===== src/design/sss_pkg.sv =====
// sss_pkg: constants, states and carriers of the shading scan sequencer.
// assumes a single 200 MHz clock and a line-rate trigger pulse.
// Behaviour
// - three-input colour white detect ends after 17 lines
// - each channel run 17 lines, busy shows progress
// - one-input colour detects all colours, 49 lines
// - one-input monochrome forces input channel zero
// - monochrome detect ends 17 lines, fixed bank for one-input only
// - averaging count N repeats detection N+1 times
// - averaging count zero stores single pass directly
// - three-bit channel enable mask, one enables
// - offset mode two and peak enable all
// - one-input colour detection ignores the mask
// - detection stores only the enabled channel
// - pixel black correction subtracts shading plus adjust
// - offset cancel subtracts even or odd offset
// - white output is pixel*2555/(1022+3*white)
// - three-input samples together, outputs in order
// - disabled channel: no strobe, clock, bus low
// - one-input scanning starts one line after command
// - run pin stops and restarts one-input scanning
// - disabled colour produces no video or clock
// - sixteen passes, pass m captures 16n+m
package sss_pkg;
    localparam int          PASSES        = 16;
    localparam int          SETTLE_LINES  = 1;
    localparam logic [1:0]  MONO_BANK     = 2'h0;
    localparam logic [2:0]  MASK_RESET    = 3'h7;
    localparam logic [5:0]  ORDER_RESET   = 6'h24;
    localparam logic [11:0] WHITE_NUM     = 12'h9fb;
    localparam logic [11:0] WHITE_BASE    = 12'h3fe;
    localparam logic [9:0]  VIDEO_MAX     = 10'h3ff;

    typedef enum logic [2:0] {
        SSS_CMD_IDLE    = 3'b000,
        SSS_CMD_WHITE   = 3'b001,
        SSS_CMD_BLACK   = 3'b010,
        SSS_CMD_OFFCAL2 = 3'b011,
        SSS_CMD_PEAK    = 3'b100,
        SSS_CMD_SCAN    = 3'b101
    } sss_cmd_t;

    typedef enum logic [2:0] {
        SSS_ST_IDLE     = 3'b000,
        SSS_ST_DET_WAIT = 3'b001,
        SSS_ST_DET_RUN  = 3'b010,
        SSS_ST_SCN_WAIT = 3'b011,
        SSS_ST_SCAN     = 3'b100
    } sss_state_t;

    typedef struct packed {
        logic [9:0] ch2;
        logic [9:0] ch1;
        logic [9:0] ch0;
    } sss_samples_t;

    typedef struct packed {
        logic [2:0][9:0] black;
        logic [2:0][8:0] white;
        logic [2:0][9:0] even_off;
        logic [2:0][9:0] odd_off;
        logic [2:0][9:0] adjust;
        logic [2:0]      adjust_neg;
    } sss_shading_t;
endpackage : sss_pkg


===== src/design/sss_top.sv =====
// sss_top: shading detection and document scan sequencer.
// assumes trig and pixel_valid are one-cycle pulses in the clk domain and
// pixel_valid pulses are at least three cycles apart.
`timescale 1ns/10ps
module sss_top import sss_pkg::*; #(
    parameter int AVG_W = 4
) (
    // clock and reset
    input  wire logic              clk,
    input  wire logic              reset,
    // host command and configuration
    input  wire logic              cmd_valid,
    input  wire sss_cmd_t          cmd_code,
    input  wire logic              mask_wr,
    input  wire logic [2:0]        mask_data,
    input  wire logic              order_wr,
    input  wire logic [5:0]        order_data,
    input  wire logic [AVG_W-1:0]  averaging_count_reg,
    input  wire logic              three_input,
    input  wire logic              color_mode,
    input  wire logic              offset_cancel,
    output logic                   busy_bit,
    // line pacing and sensor data
    input  wire logic              trig,
    input  wire logic              proc_run_pin,
    input  wire logic              pixel_valid,
    input  wire sss_samples_t      samples,
    input  wire sss_shading_t      shading,
    // shading capture port
    output logic                   det_capture,
    output logic [1:0]             det_bank,
    output logic [3:0]             det_pass,
    output logic [9:0]             det_data,
    output logic                   det_store,
    // video port
    output logic [9:0]             video_out_bus,
    output logic                   ch0_data_strobe,
    output logic                   ch1_data_strobe,
    output logic                   ch2_data_strobe,
    output logic                   video_sample_clock
);
    ////////////////////////////////////////////////////////////////////////
    function automatic logic [9:0] black_corr(input logic [9:0] pix,
                                              input logic [9:0] base,
                                              input logic [9:0] adj,
                                              input logic       neg);
        logic [11:0] sub;
        sub = neg ? {2'h0, base} - {2'h0, adj} : {2'h0, base} + {2'h0, adj};
        if (sub[11])
            sub = 12'h0;
        black_corr = ({2'h0, pix} > sub) ? 10'(({2'h0, pix} - sub)) : 10'h0;
    endfunction : black_corr

    function automatic logic [9:0] white_corr(input logic [9:0] bc,
                                              input logic [8:0] w);
        logic [21:0] num;
        logic [11:0] den;
        logic [21:0] q;
        num = 22'(bc) * 22'(WHITE_NUM);
        den = WHITE_BASE + 12'(w) * 12'h3;
        q   = num / 22'(den);
        white_corr = (q > 22'(VIDEO_MAX)) ? VIDEO_MAX : q[9:0];
    endfunction : white_corr

    ////////////////////////////////////////////////////////////////////////
    sss_state_t      state;
    sss_state_t      next_state;
    sss_cmd_t        mode;
    logic [2:0]      mask;
    logic [5:0]      order;
    logic [5:0]      line;
    logic [AVG_W-1:0] rep;
    logic [AVG_W-1:0] avg_n;
    logic [12:0]     pix_idx;
    logic [1:0]      slot;
    logic            slot_busy;
    logic [1:0]      color_slot;
    logic            run_d;
    sss_samples_t    held;
    logic [2:0]      eff_mask;
    logic [5:0]      last_line;
    logic            one_color;
    logic            mono_one;

    assign one_color = !three_input && color_mode;
    assign mono_one  = !three_input && !color_mode;
    // a one-input colour run walks three colours of sixteen passes each
    assign last_line = one_color ? 6'(PASSES * 3)
                                 : 6'(PASSES);

    always_comb begin
        if (mode == SSS_CMD_OFFCAL2 || mode == SSS_CMD_PEAK)
            eff_mask = 3'h7;
        else if (mono_one)
            eff_mask = 3'h1;
        else if (one_color && (mode == SSS_CMD_WHITE ||
                               mode == SSS_CMD_BLACK))
            eff_mask = 3'h7;
        else
            eff_mask = mask;
    end

    ////////////////////////////////////////////////////////////////////////
    // write-only registers; the mask is left all-enabled so scanning works
    always_ff @(posedge clk) begin
        if (reset) begin
            mask  <= MASK_RESET;
            order <= ORDER_RESET;
        end else begin
            if (mask_wr)
                mask <= mask_data;
            if (order_wr)
                order <= order_data;
        end
    end

    ////////////////////////////////////////////////////////////////////////
    always_comb begin
        next_state = state;
        unique case (state)
            SSS_ST_IDLE: begin
                if (cmd_valid && cmd_code == SSS_CMD_SCAN)
                    next_state = SSS_ST_SCN_WAIT;
                else if (cmd_valid && cmd_code != SSS_CMD_IDLE)
                    next_state = SSS_ST_DET_WAIT;
            end
            // command latency: the run starts on the next line boundary
            SSS_ST_DET_WAIT: begin
                if (trig)
                    next_state = SSS_ST_DET_RUN;
            end
            SSS_ST_DET_RUN: begin
                if (trig && line == last_line && rep == avg_n)
                    next_state = SSS_ST_IDLE;
            end
            SSS_ST_SCN_WAIT: begin
                if (trig)
                    next_state = SSS_ST_SCAN;
            end
            SSS_ST_SCAN: begin
                if (cmd_valid && cmd_code == SSS_CMD_IDLE)
                    next_state = SSS_ST_IDLE;
            end
            default: next_state = SSS_ST_IDLE;
        endcase
    end

    always_ff @(posedge clk) begin
        if (reset) begin
            state    <= SSS_ST_IDLE;
            busy_bit <= 1'b0;
        end else begin
            state    <= next_state;
            busy_bit <= next_state != SSS_ST_IDLE;
        end
    end

    always_ff @(posedge clk) begin
        if (reset) begin
            mode  <= SSS_CMD_IDLE;
            avg_n <= '0;
        end else if (state == SSS_ST_IDLE && cmd_valid) begin
            mode  <= cmd_code;
            avg_n <= averaging_count_reg;
        end
    end

    // line counter: line 0 settles, lines 1..last are capture passes
    always_ff @(posedge clk) begin
        if (reset) begin
            line <= '0;
            rep  <= '0;
        end else if (state != SSS_ST_DET_RUN) begin
            line <= '0;
            rep  <= '0;
        end else if (trig) begin
            if (line == last_line) begin
                line <= '0;
                rep  <= rep + 1'b1;
            end else begin
                line <= line + 1'b1;
            end
        end
    end

    always_ff @(posedge clk) begin
        if (reset)
            pix_idx <= '0;
        else if (trig)
            pix_idx <= '0;
        else if (pixel_valid)
            pix_idx <= pix_idx + 1'b1;
    end

    ////////////////////////////////////////////////////////////////////////
    // shading capture: pass m of a colour takes pixels 16n+m
    logic [5:0] pass_line;
    logic [1:0] det_color;
    logic [1:0] det_ch;
    assign pass_line = line - 6'(SETTLE_LINES);
    assign det_color = one_color ? 2'(pass_line / 6'(PASSES)) : 2'h0;
    always_comb begin
        if (one_color)
            det_ch = order[2*det_color +: 2];
        else if (eff_mask[2])
            det_ch = 2'h2;
        else if (eff_mask[1])
            det_ch = 2'h1;
        else
            det_ch = 2'h0;
    end

    always_ff @(posedge clk) begin
        if (reset) begin
            det_capture <= 1'b0;
            det_bank    <= '0;
            det_pass    <= '0;
            det_data    <= '0;
            det_store   <= 1'b0;
        end else begin
            det_capture <= state == SSS_ST_DET_RUN && line != 6'h0
                && pixel_valid && mode == SSS_CMD_WHITE
                && pix_idx[3:0] == pass_line[3:0]
                && eff_mask[det_ch];
            det_pass    <= pass_line[3:0];
            det_bank    <= mono_one ? MONO_BANK : det_ch;
            det_data    <= (mono_one || one_color) ? samples.ch0
                         : samples[10*det_ch +: 10];
            // only the final repetition carries the averaged result
            det_store   <= rep == avg_n;
        end
    end

    ////////////////////////////////////////////////////////////////////////
    // scan path: three-input samples are held and sent in three slots in colour, one slot in monochrome
    always_ff @(posedge clk) begin
        if (reset) begin
            held      <= '0;
            slot      <= '0;
            slot_busy <= 1'b0;
        end else if (state == SSS_ST_SCAN && pixel_valid) begin
            held      <= samples;
            slot      <= '0;
            slot_busy <= 1'b1;
        end else if (slot_busy) begin
            slot      <= slot + 1'b1;
            slot_busy <= three_input && color_mode && slot != 2'h2;
        end
    end

    // one-input colour: colour per line; a stopped run restarts at slot 0
    always_ff @(posedge clk) begin
        if (reset) begin
            color_slot <= '0;
            run_d      <= 1'b0;
        end else begin
            run_d <= proc_run_pin;
            if (state != SSS_ST_SCAN || (proc_run_pin && !run_d))
                color_slot <= '0;
            else if (trig && proc_run_pin)
                color_slot <= (color_slot == 2'h2) ? 2'h0
                            : color_slot + 1'b1;
        end
    end

    logic [1:0] out_ch;
    logic [9:0] out_pix;
    logic       out_go;
    logic [9:0] bc;
    always_comb begin
        if (three_input && color_mode) begin
            out_ch = order[2*slot +: 2];
            out_go = slot_busy;
        end else if (one_color) begin
            out_ch = order[2*color_slot +: 2];
            out_go = state == SSS_ST_SCAN && pixel_valid && proc_run_pin;
        end else if (three_input) begin
            out_ch = eff_mask[2] ? 2'h2 : (eff_mask[1] ? 2'h1 : 2'h0);
            out_go = slot_busy;
        end else begin
            out_ch = 2'h0;
            out_go = state == SSS_ST_SCAN && pixel_valid && proc_run_pin;
        end
        out_pix = three_input ? held[10*out_ch +: 10] : samples.ch0;
        if (!offset_cancel)
            bc = black_corr(out_pix, shading.black[out_ch],
                 shading.adjust[out_ch], shading.adjust_neg[out_ch]);
        else if (pix_idx[0] ^ three_input)  // held pixel: index moved on
            bc = black_corr(out_pix, shading.odd_off[out_ch],
                 shading.adjust[out_ch], shading.adjust_neg[out_ch]);
        else
            bc = black_corr(out_pix, shading.even_off[out_ch],
                 shading.adjust[out_ch], shading.adjust_neg[out_ch]);
    end

    always_ff @(posedge clk) begin
        if (reset) begin
            video_out_bus      <= '0;
            ch0_data_strobe    <= 1'b0;
            ch1_data_strobe    <= 1'b0;
            ch2_data_strobe    <= 1'b0;
            video_sample_clock <= 1'b0;
        end else if (out_go && eff_mask[out_ch]) begin
            video_out_bus      <= white_corr(bc,
                                  shading.white[out_ch]);
            ch0_data_strobe    <= out_ch == 2'h0;
            ch1_data_strobe    <= out_ch == 2'h1;
            ch2_data_strobe    <= out_ch == 2'h2;
            video_sample_clock <= 1'b1;
        end else begin
            video_out_bus      <= '0;
            ch0_data_strobe    <= 1'b0;
            ch1_data_strobe    <= 1'b0;
            ch2_data_strobe    <= 1'b0;
            video_sample_clock <= 1'b0;
        end
    end

    ////////////////////////////////////////////////////////////////////////
    logic [9:0] run_lines;
    always_ff @(posedge clk) begin
        if (reset || state != SSS_ST_DET_RUN)
            run_lines <= '0;
        else if (trig)
            run_lines <= run_lines + 1'b1;
    end

    a_busy_state: assert property (@(posedge clk) disable iff (reset)
        $fell(busy_bit) |-> $past(trig) || $past(cmd_valid))
        else $error("busy fell away from a line start or stop command");
    a_cmd_busy: assert property (@(posedge clk) disable iff (reset)
        state == SSS_ST_IDLE && cmd_valid && cmd_code != SSS_CMD_IDLE
        |=> busy_bit)
        else $error("accepted command did not raise busy");
    a_run_length: assert property (@(posedge clk) disable iff (reset)
        state == SSS_ST_DET_RUN && next_state == SSS_ST_IDLE
        |-> run_lines + 10'h1 == (10'(last_line) + 10'h1)
            * (10'(avg_n) + 10'h1))
        else $error("detection run length wrong");
    a_mono_ch0: assert property (@(posedge clk) disable iff (reset)
        mono_one && state == SSS_ST_SCAN
        |=> !ch1_data_strobe && !ch2_data_strobe)
        else $error("monochrome output left input channel zero");
    a_quiet_slot: assert property (@(posedge clk) disable iff (reset)
        !video_sample_clock |-> video_out_bus == 10'h0
            && !ch0_data_strobe && !ch1_data_strobe && !ch2_data_strobe)
        else $error("disabled slot shows data or strobe");
    a_mask_gate: assert property (@(posedge clk) disable iff (reset)
        out_go && !eff_mask[out_ch] |=> !video_sample_clock)
        else $error("disabled colour produced a sample clock");
    a_pass_pos: assert property (@(posedge clk) disable iff (reset)
        det_capture |-> $past(pix_idx[3:0]) == det_pass)
        else $error("capture at wrong pixel position");
    a_scan_delay: assert property (@(posedge clk) disable iff (reset)
        state == SSS_ST_IDLE && cmd_valid && cmd_code == SSS_CMD_SCAN
        ##1 !trig [*2] |-> state == SSS_ST_SCN_WAIT)
        else $error("scanning began before a line boundary");
endmodule : sss_top


===== config.mk =====
export PLATFORM = sky130hd
export DESIGN_NAME = sss_top
export DESIGN_NICKNAME = d
export VERILOG_FILES = /design/src/design/sss_pkg.sv /design/src/design/sss_top.sv
export SDC_FILE = /design/constraint.sdc
export NUM_CORES = 1
export LEC_CHECK = 0
export BUFFER_PORTS_ARGS = -buffer_cell sky130_fd_sc_hd__buf_2
export CORE_MARGIN = 1
export CORE_UTILIZATION = 35
export CTS_BUF_LIST = sky130_fd_sc_hd__clkbuf_8 sky130_fd_sc_hd__clkbuf_16
export DETAILED_ROUTE_END_ITERATION = 10
export GPL_ROUTABILITY_DRIVEN = 0
export HOLD_SLACK_MARGIN = 0.1
export RECOVER_POWER = 50
export SLEW_MARGIN = 20
export SYNTH_ARGS = -nofsm -noshare
export SYNTH_HDL_FRONTEND = slang
export SYNTH_SLANG_ARGS = --single-unit

===== constraint.sdc =====
create_clock -name clk -period 154.7 [get_ports clk]
set_input_delay 15.47 -clock clk [delete_from_list [all_inputs] [get_ports clk]]
set_output_delay 15.47 -clock clk [all_outputs]
set_load 0.01 [all_outputs]

==> results.py <==
metrics = {
    "grt": {
        "grt_first_pass_wirelength_um": 116000,
        "grt_pass1_vias": 21800,
        "grtUsageTotal_pct": 20.9,
        "grt_max_degree": 71,
        "antenna_found_initial": 1,
        "grt.overflow.total": 0,
    },
    "cells_and_area": {
        "final_nets": 4038,
        "fin_area_sq_um": 26200,
        "drive_above_1_share_pct": 11.2,
        "area_delta_synth_final_pct": 10.7,
        "nFillCells": 7013,
        "num_antenna_cells": 0,
    },
    "timing": {
        "setup_tns_ps": 0,
        "slew_violations": 71,
        "hold_violations": 0,
        "worst_slew_pin_slew_ps": 3340,
        "max_slew_margin_pct": -123,
        "post-route-min-period_ps": 82970,
        "setup_viol": 0,
        "period_share_pct": 53.6,
        "clock.fmax_mhz": 12.1,
        "skew_ps": 29.2,
        "rsz0062_at_grt": "false",
    },
    "clocking": {
        "numClockSinks": 102,
        "numCtsBuffers": 9,
        "cts_resized": 0,
        "post-cts-setup-buffers": 0,
        "insertion_delay_ps": 410,
        "clock_path_buffers": 2,
        "h-tree-depth": 3,
        "hold_buffers": 0,
        "clockRootBuffer": "clkbuf_16",
        "cts_tree": "built",
        "clk_pin_slew_worst_paths_ps": 100,
    },
    "logic_synthesis": {
        "synth_area_leaders": "ha_1, dfxtp_1, nand2_1, a21oi_1, nor2_1",
        "synth-compound-area-share_pct": 27.8,
        "ys_seq_area_share_pct": 8.64,
        "synthMuxAreaShare_pct": 6.77,
        "ys_async_sr_fraction_pct": 0,
        "synthXorXnorAreaFrac_pct": 5.78,
        "synthTopCellsByCount": "ha_1, nand2_1, nor2_1",
        "ys_ff_latch": 102,
        "synth_top_area_share_pct": 20.1,
        "yosysWarningCount": 0,
        "synth_edf_count": 0,
        "synth_area_sq_um": 23600,
        "synth.most_common_cell": "ha_1",
        "synth_top_family_by_area": "compound AO/OA/AOI/OAI gates",
        "syn-num-nets": 3846,
        "synth_cell_types": 106,
        "syn_area_per_cell_sq_um": 7.37,
        "yosys.area.top_type": "ha_1",
        "yosys.area_share.adder_pct": 24.5,
        "synthCells": 3208,
        "synth-simple-area-share_pct": 22.0,
        "synth_ff_type": "dfxtp_1",
    },
    "floorplanning": {
        "die_w_um": 262,
        "core_region_area_sq_um": 66300,
        "initial_utilization_pct": 35.6,
        "rows": 94,
        "die_h_um": 262,
        "die-area_sq_um": 68600,
        "ios": 240,
    },
    "drt": {
        "ant_nets": 0,
        "drc_errors": 0,
        "vias_per_cell": 5.57,
        "vias": 23800,
        "drt_iter0_drc": 1868,
        "drt-total-wl_um": 73100,
        "wl_per_cell_um": 17.1,
        "dr.pass1.iters": 6,
    },
    "worst_setup_path": {
        "cp_slowest_cell": "nor2_1",
        "crit_end": "video_out_bus[0]",
        "cp-startpoint": "three_input",
        "crit_fanout": 46,
        "r2r-end": "video_out_bus[0]",
        "cp-end-kind": "flip-flop",
        "path_common_cell": "o21a_1",
        "start_kind": "primary input",
        "reg2reg_setup_slack_ps": 86650,
        "cpPeakStageDelay_ps": 720,
        "required_ps": 154990,
        "cp.arrival_ps": 83260,
        "rr_startpoint": "color_slot[1]",
        "critPathKind": "in -> reg",
        "r2r_cells": 297,
    },
    "status": {
        "failed_checks": "capacitance limit, slew limit",
        "status": "finished, violations left",
    },
    "placed_design": {
        "io_buffers": 239,
        "hpwl_um": 58600,
        "placed_cell_area_sq_um": 25900,
    },
    "min_path": {
        "hold_path.class": "reg -> reg",
    },
    "flow_run": {
        "maxCapViolCount": 1,
    },
}
[how the worst min path moves through the flow]
stage | startpoint | endpoint | slack [ps] | cells past startpoint
global route | held[2] | held[2] | 470 | 2
global placement | held[29] | held[29] | 440 | 2
CTS | held[25] | held[25] | 460 | 2
detailed placement | held[2] | held[2] | 450 | 2
finish | held[9] | held[9] | 460 | 2
floorplan | held[1] | held[1] | 440 | 2
[layout by cell type, fill, tap and decap left out, drive strengths merged, types with 11 or more instances in the layout]
cell type,count
or2,22
a31oi,25
nand2b,37
and3,15
nand3,51
buf,256
a22o,16
nand2,371
fa,52
o211ai,32
and2,14
ha,379
o22ai,16
clkbuf,28
nor4,20
xor2,65
nor2b,40
a21oi,238
nand3b,11
nand4,25
nor2,306
mux2i,102
a21o,109
a211o,12
a21boi,15
o21a,97
nor3,129
xnor2,91
mux2,51
o21ai,179
o21bai,18
a211oi,27
inv,188
or3,30
o31ai,66
dfxtp,102
[state kept, by name, indices dropped and copies added, names as in the netlist, 2 cells and up]
name / flops
line: 6
held: 30
mode: 3
rep: 4
video_out_bus: 10
order: 6
pix_idx: 4
det_pass: 4
color_slot: 2
state: 3
det_data: 10
mask: 3
slot: 2
avg_n: 4
det_bank: 2
[per-stage QoR]
stage	hold WS, ps	setup slack [ps]	cells	util [%]
3_5_place_dp	448	72080	4253	39.0
4_1_cts	460	72380	4269	39.5
6_report	456	71730	4269	39.4
5_1_grt	469	65870	4269	39.4
2_1_floorplan	436	78130	3208	-
3_3_place_gp	444	73350	4253	39.0
[worst max-delay path: cells and delay by family]
kind	cells	cell delay [ps]
mux	7	2280
buf+inv	22	4450
simple gates	80	16320
fa+ha+maj	29	9870
compound gates	160	34680
[metal layers]
layer	track usage (%)	wire (um)	part of all wire, %
met5	0	13	0.018
met1	28.6	34600	47
met3	2.34	3750	5.1
met2	34.4	32900	45
met4	5.81	1780	2.4
[cell type report]
cell class / count / area [sq um] / area share, %
repair buffers: 275 / 1440 / 5.51
flip-flops and latches: 102 / 2040 / 7.81
multi-input cells: 2825 / 20600 / 78.7
inverters: 187 / 702 / 2.68
well taps: 864 / 1080 / 4.13
clock buffers: 9 / 225 / 0.861
clock inverters: 7 / 82.6 / 0.316
[logic make-up (layout without fill, tap and decap cells)]
family	Yosys count	after routing
XOR/XNOR	156	156
buffers and inverters	281	478
AND/OR/NAND/NOR	1109	1109
AO/OA/AOI/OAI	975	975
multiplexers	153	153
flip-flops	102	102
adder cells (fa/ha/maj)	432	432
Power is not shown: default switching activity piles up to over one toggle a cycle in this logic, so the estimate is an artifact.
